===== src/hw/gpp_pkg.sv =====
package gpp_pkg;

    localparam int unsigned GPP_DATA_W   = 8;
    localparam int unsigned GPP_ADDR_W   = 8;
    localparam int unsigned GPP_PA_W     = 6;
    localparam int unsigned GPP_PB_W     = 8;
    localparam int unsigned GPP_CFG_W    = 3;
    localparam int unsigned GPP_SYNC_LEN = 3;

    // register offsets
    localparam logic [7:0] GPP_OFF_PA_DATA = 8'h05;
    localparam logic [7:0] GPP_OFF_PB_DATA = 8'h06;
    localparam logic [7:0] GPP_OFF_ICTL    = 8'h0B;
    localparam logic [7:0] GPP_OFF_OPTION  = 8'h81;
    localparam logic [7:0] GPP_OFF_PA_DIR  = 8'h85;
    localparam logic [7:0] GPP_OFF_PB_DIR  = 8'h86;
    localparam logic [7:0] GPP_OFF_ACFG    = 8'h9F;

    // field positions
    localparam int unsigned GPP_OPT_PULLUP_DIS_N = 7;
    localparam int unsigned GPP_OPT_EDGE_SEL     = 6;
    localparam int unsigned GPP_ICTL_CHG_FLAG    = 0;
    localparam int unsigned GPP_ICTL_EXT_FLAG    = 1;
    localparam int unsigned GPP_ICTL_CHG_EN      = 3;
    localparam int unsigned GPP_ICTL_EXT_EN      = 4;
    localparam int unsigned GPP_PA_OD_BIT        = 4;
    localparam int unsigned GPP_PB_EXT_INT_BIT   = 0;
    localparam int unsigned GPP_PB_CHG_LO        = 4;

    // reset values
    localparam logic [5:0] GPP_PA_DIR_RST  = 6'h3F;
    localparam logic [7:0] GPP_PB_DIR_RST  = 8'hFF;
    localparam logic [7:0] GPP_OPTION_RST  = 8'hFF;
    localparam logic [2:0] GPP_ACFG_RST    = 3'h0;
    localparam logic [5:0] GPP_PA_DATA_RST = 6'h00;
    localparam logic [7:0] GPP_PB_DATA_RST = 8'h00;
    localparam logic [5:0] GPP_PA_KEEP     = 6'h10;

    // analog pin masks selected by the config field
    localparam logic [5:0] GPP_AN_ALL  = 6'h2F;
    localparam logic [5:0] GPP_AN_LOW  = 6'h0B;
    localparam logic [5:0] GPP_AN_NONE = 6'h00;

endpackage : gpp_pkg


===== src/hw/gpp_ports.sv =====
`timescale 1ns/1ps
module gpp_ports #(
    parameter bit HAS_ADC = 1'b1
) (
    input  wire logic                           clk,
    input  wire logic                           reset,
    input  wire logic                           por_reset,
    input  wire logic [gpp_pkg::GPP_ADDR_W-1:0] reg_addr,
    input  wire logic [gpp_pkg::GPP_DATA_W-1:0] reg_wdata,
    input  wire logic                           reg_wr,
    input  wire logic                           reg_rd,
    output logic      [gpp_pkg::GPP_DATA_W-1:0] reg_rdata,
    input  wire logic [gpp_pkg::GPP_PA_W-1:0]   pa_in,
    output logic      [gpp_pkg::GPP_PA_W-1:0]   pa_out,
    output logic      [gpp_pkg::GPP_PA_W-1:0]   pa_oe,
    input  wire logic [gpp_pkg::GPP_PA_W-1:0]   pa_alt_en,
    input  wire logic [gpp_pkg::GPP_PB_W-1:0]   pb_in,
    output logic      [gpp_pkg::GPP_PB_W-1:0]   pb_out,
    output logic      [gpp_pkg::GPP_PB_W-1:0]   pb_oe,
    output logic      [gpp_pkg::GPP_PB_W-1:0]   pb_pullup_en,
    output logic      [gpp_pkg::GPP_PA_W-1:0]   analog_sel,
    output logic                                timer_zero_clock_in,
    output logic                                port_change_flag,
    output logic                                ext_int_flag,
    output logic                                wake_req
);
    import gpp_pkg::*;

    // change reference and its compare are four bits wide
    if (GPP_PB_W - GPP_PB_CHG_LO != 4 || GPP_PA_OD_BIT >= GPP_PA_W) begin : g_chk
        $error("gpp_ports: port widths do not match change or open drain logic");
    end

    function automatic logic [GPP_PA_W-1:0] an_mask(input logic [GPP_CFG_W-1:0] cfg);
        logic [GPP_PA_W-1:0] m;
        m = GPP_AN_NONE;
        case (cfg)
            3'h0, 3'h1, 3'h2, 3'h3: m = GPP_AN_ALL;
            3'h4, 3'h5:             m = GPP_AN_LOW;
            default:                m = GPP_AN_NONE;
        endcase
        return m;
    endfunction : an_mask

    logic [GPP_PA_W-1:0]  pa_pin;
    logic [GPP_PB_W-1:0]  pb_pin;
    logic [GPP_PA_W-1:0]  pa_lat_q;
    logic [GPP_PA_W-1:0]  pa_dir_q;
    logic [GPP_PB_W-1:0]  pb_lat_q;
    logic [GPP_PB_W-1:0]  pb_dir_q;
    logic [GPP_DATA_W-1:0] opt_q;
    logic [GPP_CFG_W-1:0] acfg_q;
    logic                 chg_flag_q;
    logic                 ext_flag_q;
    logic                 chg_en_q;
    logic                 ext_en_q;
    logic [3:0]           chg_ref_q;
    logic                 int_pin_q;
    logic [GPP_DATA_W-1:0] rdata_q;
    logic [GPP_DATA_W-1:0] rdata_d;
    logic [GPP_PA_W-1:0]  an_now;
    logic [GPP_PA_W-1:0]  pa_digital;
    logic [GPP_PA_W-1:0]  wdata_pa;
    logic [3:0]           pb_hi;
    logic                 chg_mismatch;
    logic                 ext_edge;
    logic                 wr_pa;
    logic                 wr_pb;
    logic                 wr_pa_dir;
    logic                 wr_pb_dir;
    logic                 wr_opt;
    logic                 wr_acfg;
    logic                 wr_ictl;
    logic                 rd_pb;

    // pins come from outside the clock domain
    gpp_sync3 #(.WIDTH(GPP_PA_W)) u_sync_pa (
        .clk   (clk),
        .reset (reset),
        .din   (pa_in),
        .dout  (pa_pin)
    );

    gpp_sync3 #(.WIDTH(GPP_PB_W)) u_sync_pb (
        .clk   (clk),
        .reset (reset),
        .din   (pb_in),
        .dout  (pb_pin)
    );

    assign wr_pa     = reg_wr && (reg_addr == GPP_OFF_PA_DATA);
    assign wr_pb     = reg_wr && (reg_addr == GPP_OFF_PB_DATA);
    assign wr_pa_dir = reg_wr && (reg_addr == GPP_OFF_PA_DIR);
    assign wr_pb_dir = reg_wr && (reg_addr == GPP_OFF_PB_DIR);
    assign wr_opt    = reg_wr && (reg_addr == GPP_OFF_OPTION);
    assign wr_acfg   = reg_wr && (reg_addr == GPP_OFF_ACFG) && HAS_ADC;
    assign wr_ictl   = reg_wr && (reg_addr == GPP_OFF_ICTL);
    assign rd_pb     = reg_rd && (reg_addr == GPP_OFF_PB_DATA);
    assign wdata_pa  = reg_wdata[GPP_PA_W-1:0];

    // no converter means no analog pins at all
    assign an_now     = HAS_ADC ? an_mask(acfg_q) : GPP_AN_NONE;
    assign analog_sel = an_now;
    // analog pins read zero on the digital path
    assign pa_digital = pa_pin & ~an_now;
    assign timer_zero_clock_in = pa_pin[GPP_PA_OD_BIT];

    // first port latch; the core merges pin state into write data
    always_ff @(posedge clk) begin
        if (reset) begin
            if (por_reset) begin
                pa_lat_q <= GPP_PA_DATA_RST;
            end else begin
                pa_lat_q <= pa_lat_q & GPP_PA_KEEP;
            end
        end else if (wr_pa) begin
            pa_lat_q <= wdata_pa;
        end
    end

    always_ff @(posedge clk) begin
        if (reset) begin
            pa_dir_q <= GPP_PA_DIR_RST;
        end else if (wr_pa_dir) begin
            pa_dir_q <= wdata_pa;
        end
    end

    always_ff @(posedge clk) begin
        if (reset) begin
            acfg_q <= GPP_ACFG_RST;
        end else if (wr_acfg) begin
            acfg_q <= reg_wdata[GPP_CFG_W-1:0];
        end
    end

    // second port latch keeps its value over resets other than power-on
    always_ff @(posedge clk) begin
        if (reset && por_reset) begin
            pb_lat_q <= GPP_PB_DATA_RST;
        end else if (!reset && wr_pb) begin
            pb_lat_q <= reg_wdata;
        end
    end

    always_ff @(posedge clk) begin
        if (reset) begin
            pb_dir_q <= GPP_PB_DIR_RST;
        end else if (wr_pb_dir) begin
            pb_dir_q <= reg_wdata;
        end
    end

    always_ff @(posedge clk) begin
        if (reset) begin
            opt_q <= GPP_OPTION_RST;
        end else if (wr_opt) begin
            opt_q <= reg_wdata;
        end
    end

    // first port drivers; direction still governs analog pins
    for (genvar i = 0; i < GPP_PA_W; i++) begin : g_pa_pin
        if (i == GPP_PA_OD_BIT) begin : g_od
            // open drain: enable only to pull low
            assign pa_out[i] = 1'b0;
            assign pa_oe[i]  = ~pa_dir_q[i] & ~pa_alt_en[i] & ~pa_lat_q[i];
        end else begin : g_pp
            assign pa_out[i] = pa_lat_q[i];
            assign pa_oe[i]  = ~pa_dir_q[i] & ~pa_alt_en[i];
        end
    end

    assign pb_out       = pb_lat_q;
    assign pb_oe        = ~pb_dir_q;
    // one switch for all pins, but never on a pin that drives
    assign pb_pullup_en = pb_dir_q & {GPP_PB_W{~opt_q[GPP_OPT_PULLUP_DIS_N]}};

    // change detection on upper inputs against the value at the last port b read or write
    assign pb_hi        = pb_pin[GPP_PB_W-1:GPP_PB_CHG_LO];
    assign chg_mismatch = |((pb_hi ^ chg_ref_q) & pb_dir_q[GPP_PB_W-1:GPP_PB_CHG_LO]);

    // polling relatches the reference, but a change in the read cycle still sets the flag
    always_ff @(posedge clk) begin
        if (reset) begin
            chg_ref_q <= 4'h0;
        end else if (rd_pb || wr_pb) begin
            chg_ref_q <= pb_hi;
        end
    end

    always_ff @(posedge clk) begin
        if (reset) begin
            int_pin_q <= 1'b0;
        end else begin
            int_pin_q <= pb_pin[GPP_PB_EXT_INT_BIT];
        end
    end

    assign ext_edge = opt_q[GPP_OPT_EDGE_SEL]
                    ? (pb_pin[GPP_PB_EXT_INT_BIT] & ~int_pin_q)
                    : (~pb_pin[GPP_PB_EXT_INT_BIT] & int_pin_q);

    // flags: a hardware set in the clearing cycle wins
    always_ff @(posedge clk) begin
        if (reset) begin
            chg_flag_q <= 1'b0;
        end else if (chg_mismatch) begin
            chg_flag_q <= 1'b1;
        end else if (wr_ictl) begin
            chg_flag_q <= reg_wdata[GPP_ICTL_CHG_FLAG];
        end
    end

    always_ff @(posedge clk) begin
        if (reset) begin
            ext_flag_q <= 1'b0;
        end else if (ext_edge) begin
            ext_flag_q <= 1'b1;
        end else if (wr_ictl) begin
            ext_flag_q <= reg_wdata[GPP_ICTL_EXT_FLAG];
        end
    end

    always_ff @(posedge clk) begin
        if (reset) begin
            chg_en_q <= 1'b0;
            ext_en_q <= 1'b0;
        end else if (wr_ictl) begin
            chg_en_q <= reg_wdata[GPP_ICTL_CHG_EN];
            ext_en_q <= reg_wdata[GPP_ICTL_EXT_EN];
        end
    end

    assign port_change_flag = chg_flag_q;
    assign ext_int_flag     = ext_flag_q;
    // works without the core clock gating, so sleep logic can use it
    assign wake_req = (chg_flag_q & chg_en_q) | (ext_flag_q & ext_en_q);

    always_comb begin
        rdata_d = 8'h00;
        case (reg_addr)
            GPP_OFF_PA_DATA: rdata_d = {2'h0, pa_digital};
            GPP_OFF_PB_DATA: rdata_d = pb_pin;
            GPP_OFF_PA_DIR:  rdata_d = {2'h0, pa_dir_q};
            GPP_OFF_PB_DIR:  rdata_d = pb_dir_q;
            GPP_OFF_OPTION:  rdata_d = opt_q;
            GPP_OFF_ACFG:    rdata_d = HAS_ADC ? {5'h00, acfg_q} : 8'h00;
            GPP_OFF_ICTL: begin
                rdata_d[GPP_ICTL_CHG_FLAG] = chg_flag_q;
                rdata_d[GPP_ICTL_EXT_FLAG] = ext_flag_q;
                rdata_d[GPP_ICTL_CHG_EN]   = chg_en_q;
                rdata_d[GPP_ICTL_EXT_EN]   = ext_en_q;
            end
            default:         rdata_d = 8'h00;
        endcase
    end

    always_ff @(posedge clk) begin
        if (reset) begin
            rdata_q <= 8'h00;
        end else if (reg_rd) begin
            rdata_q <= rdata_d;
        end else begin
            rdata_q <= 8'h00;
        end
    end

    assign reg_rdata = rdata_q;
endmodule : gpp_ports


===== src/hw/gpp_sync3.sv =====
`timescale 1ns/1ps
module gpp_sync3 #(
    parameter int unsigned WIDTH = 8
) (
    input  wire logic             clk,
    input  wire logic             reset,
    input  wire logic [WIDTH-1:0] din,
    output logic      [WIDTH-1:0] dout
);
    import gpp_pkg::*;

    if (WIDTH < 1) begin : g_chk
        $error("gpp_sync3: WIDTH must be at least 1");
    end

    logic [WIDTH-1:0] s1_q;
    logic [WIDTH-1:0] s2_q;
    logic [WIDTH-1:0] s3_q;
    logic [WIDTH-1:0] filt_q;

    always_ff @(posedge clk) begin
        if (reset) begin
            s1_q <= '0;
            s2_q <= '0;
            s3_q <= '0;
        end else begin
            s1_q <= din;
            s2_q <= s1_q;
            s3_q <= s2_q;
        end
    end

    // a bit only moves once two later stages agree, so a glitch is dropped
    for (genvar i = 0; i < WIDTH; i++) begin : g_filt
        always_ff @(posedge clk) begin
            if (reset) begin
                filt_q[i] <= 1'b0;
            end else if (s2_q[i] == s3_q[i]) begin
                filt_q[i] <= s3_q[i];
            end
        end
    end

    assign dout = filt_q;

endmodule : gpp_sync3


===== config.mk =====
export PLATFORM = sky130hd
export DESIGN_NAME = gpp_ports
export DESIGN_NICKNAME = d
export VERILOG_FILES = /design/src/hw/gpp_pkg.sv /design/src/hw/gpp_ports.sv /design/src/hw/gpp_sync3.sv
export SDC_FILE = /design/constraint.sdc
export NUM_CORES = 1
export LEC_CHECK = 0
export BUFFER_PORTS_ARGS = -buffer_cell sky130_fd_sc_hd__buf_2
export CAP_MARGIN = 15
export CORE_ASPECT_RATIO = 1.4
export CORE_MARGIN = 5
export CORE_UTILIZATION = 45
export CTS_CLUSTER_DIAMETER = 100
export CTS_CLUSTER_SIZE = 8
export DETAILED_ROUTE_END_ITERATION = 10
export GPL_ROUTABILITY_DRIVEN = 0
export PLACE_DENSITY_LB_ADDON = 0.08
export SKIP_LAST_GASP = 1
export SLEW_MARGIN = 20
export SYNTH_ARGS = -nofsm -noshare
export SYNTH_HDL_FRONTEND = slang
export SYNTH_SLANG_ARGS = --single-unit

===== constraint.sdc =====
create_clock -name clk -period 3.3 [get_ports clk]
set_clock_uncertainty 0.15 [all_clocks]
set_input_delay 0.165 -clock clk [delete_from_list [all_inputs] [get_ports clk]]
set_output_delay 0.165 -clock clk [all_outputs]
set_load 0.1 [all_outputs]

==> flow_metrics.tcl <==
set metrics [dict create \
    wirelength_um 9938 \
    cts-htree-levels 3 \
    ant_nets 0 \
    path_max_fanout 25 \
    ctsResizeCount 0 \
    dp_hpwl_um 7098 \
    cp.required_ps 3370 \
    avgSynthCellArea_um2 9.674 \
    slowest_stage "nand4b_1" \
    layout_commonest_cell "dfxtp_1" \
    crit_path_cell_trace "buf_2 -> nor4_4 -> nand4b_1 -> mux2i_1 -> nor2_1" \
    fp.dieW_um 93.96 \
    grtUsageTotal 0.1696 \
    seq_area_frac_synth 0.5185 \
    drc 0 \
    dieHeight_um 127.5 \
    hold_class "in2reg" \
    synth.area.top_cells "dfxtp_1 (48%), nor2b_1 (6.6%), nor2_1 (5.0%)" \
    synthFlopType "dfxtp_1" \
    slew_headroom 0.5590 \
    core_area_um2 9792 \
    post_drt_wl_per_cell_um 14.42 \
    holdWs_ps 24.62 \
    p_leak_uw 0.002366 \
    final_max_slew_viol_count 0 \
    grt_pass1_wl_um 15890 \
    start_util 0.4535 \
    clk_path_buf_depth 2 \
    status "completed" \
    p_total_uw 2706 \
    drive_gt1_frac 0.2184 \
    io_buffers 92 \
    root_buffer "clkbuf_16" \
    setup_viol 0 \
    netlist_instances 459 \
    num_rows 43 \
    synth.top_cell.area_share 0.4779 \
    grt_pass1_vias 3152 \
    rsz0062_at_grt "no" \
    ir_worst_vdd_v 0.0003637 \
    fin_nets 590 \
    grt_max_degree 60 \
    min_period_over_period 0.5847 \
    nFillCells 899 \
    drv_cap 0 \
    worst_pin_slew_ps 658.0 \
    vias 3410 \
    cellPowerDensity_nw_per_um2 502.0 \
    post-cts-setup-buffers 0 \
    fin_tns_setup_ps 0 \
    yosys_register_bits 112 \
    dpl_cell_area_um2 4867 \
    max_stage_delay_ps 630 \
    cts_buffers 9 \
    io_pins 95 \
    avgViaCountPerCell 4.949 \
    end_kind "flop" \
    ys.warnings.count 0 \
    drtIter0Drc 174 \
    layout_common_cells "dfxtp_1 (106), buf_2 (92), nor2_1 (59), nor2b_1 (47), nand2_1 (25)" \
    worstPathArrival_ps 2000 \
    worstSetupStartpointType "input pin" \
    ys_types 53 \
    final_area_um2 5390 \
    synth_area_um2 4441 \
    area_growth_pct 21.39 \
    crit_type "in2reg" \
    diodes 0 \
    min_period_ps 1929 \
    fmax_ghz 0.5183 \
    synth-edff-count 6 \
    clk_pin_slew_ps 70 \
    cts_sinks 112 \
    clock_latency_ps 340 \
    cts_tree "done" \
    ys_async_sr_fraction 0 \
    die_area_um2 11980 \
    firstDrtPassIters 4 \
    grt_overflow 0 \
    synth_area_leader_cell "dfxtp_1" \
    antenna_found_initial 0 \
    hold_viol 0 \
]
-- synth_stat cells (all sizes together) (4+ instances only) --
master and count:
o21ai 18, mux2i 16, nand3 10, nand4 6, a21oi 24, nor2b 47
inv 18, nor2 59, nand2 25, a22oi 4, edfxtp 6, clkbuf 11
a211o 22, a22o 4, and3 6, dfxtp 106, mux2 4, buf 27
xnor2 4
-- path summary, 6_finish.rpt --
kind	startpoint	to	slack, ps	cells past startpoint
worst min register to register	u_sync_pb.s1_q[5]$_SDFF_PP0_	u_sync_pb.s2_q[5]$_SDFF_PP0_	280	1
worst max register to register	ext_int_flag$_SDFFE_PP0P_	reg_rdata[1]$_SDFF_PP0_	1720	4
worst max-delay path	reg_addr[7]	pb_out[2]$_SDFFE_PP0P_	1370	5
worst min-delay path	reg_rd	reg_rdata[0]$_SDFF_PP0_	20	3
-- cell type report --
cell class / instances / area [um2] / share of cell area
inverters: 18 / 67.56 / 0.01253
clock buffers: 10 / 239.0 / 0.04434
repair buffers: 116 / 695.7 / 0.1291
multi-input cells: 292 / 1853 / 0.3438
flip-flops and latches: 112 / 2302 / 0.4271
well taps: 135 / 168.9 / 0.03134
clock inverters: 6 / 63.81 / 0.01184
-- metal layers --
layer,track usage,wire [um]
met2,0.2831,4866
met3,0.03769,441
met1,0.2073,4409
met4,0.07653,221
met5,0,0
-- per-stage QoR --
stage,util,setup slack [ps],cells
global placement,0.4971,1092,651
global route,0.5505,1268,689
finish,0.5505,1371,689
CTS,0.5505,1362,689
floorplan,-,609.4,460
detailed placement,0.4971,991.9,651
-- power by group --
group | leakage, uW | total [uW] | internal [uW] | switching, uW
Combinational | 0.00129 | 205 | 69.1 | 136
Clock | 0.000154 | 1100 | 613 | 488
Sequential | 0.000919 | 1400 | 1390 | 9.31
Total | 0.00237 | 2710 | 2070 | 633
-- kinds of logic (layout without fill, tap and decap cells) --
group	count (synthesis)	after routing	synth area share
AO/OA/AOI/OAI	91	91	0.1412
XOR/XNOR	4	4	0.007889
buffers and inverters	56	150	0.06509
flip-flops	112	112	0.5185
multiplexers	20	20	0.04621
other	1	2	0.0008445
AND/OR/NAND/NOR	175	175	0.2203
-- repair_timing --
| action | in CTS | in global routing |
|---|---|---|
| setup endpoints to repair | 0 | 0 |
| endpoints found under the hold margin | 28 | 0 |
| hold buffers | 22 | 0 |
-- flip-flops by register name, indices dropped and copies added, names as in the netlist, 8 cells and up --
| register | count |
|---|---|
| u_sync_pb.dout | 8 |
| u_sync_pb.s2_q | 8 |
| pb_out | 8 |
| pb_dir_q | 8 |
| reg_rdata | 8 |
| u_sync_pb.s3_q | 8 |
| u_sync_pb.s1_q | 8 |
| opt_q | 8 |
-- critical path, delay by kind of cell --
| family | cells | cell delay (ps) |
|---|---|---|
| buffers and inverters | 1 | 270 |
| muxes | 1 | 360 |
| and+or+nand+nor | 3 | 1200 |
(Power assumes the default switching activity.)
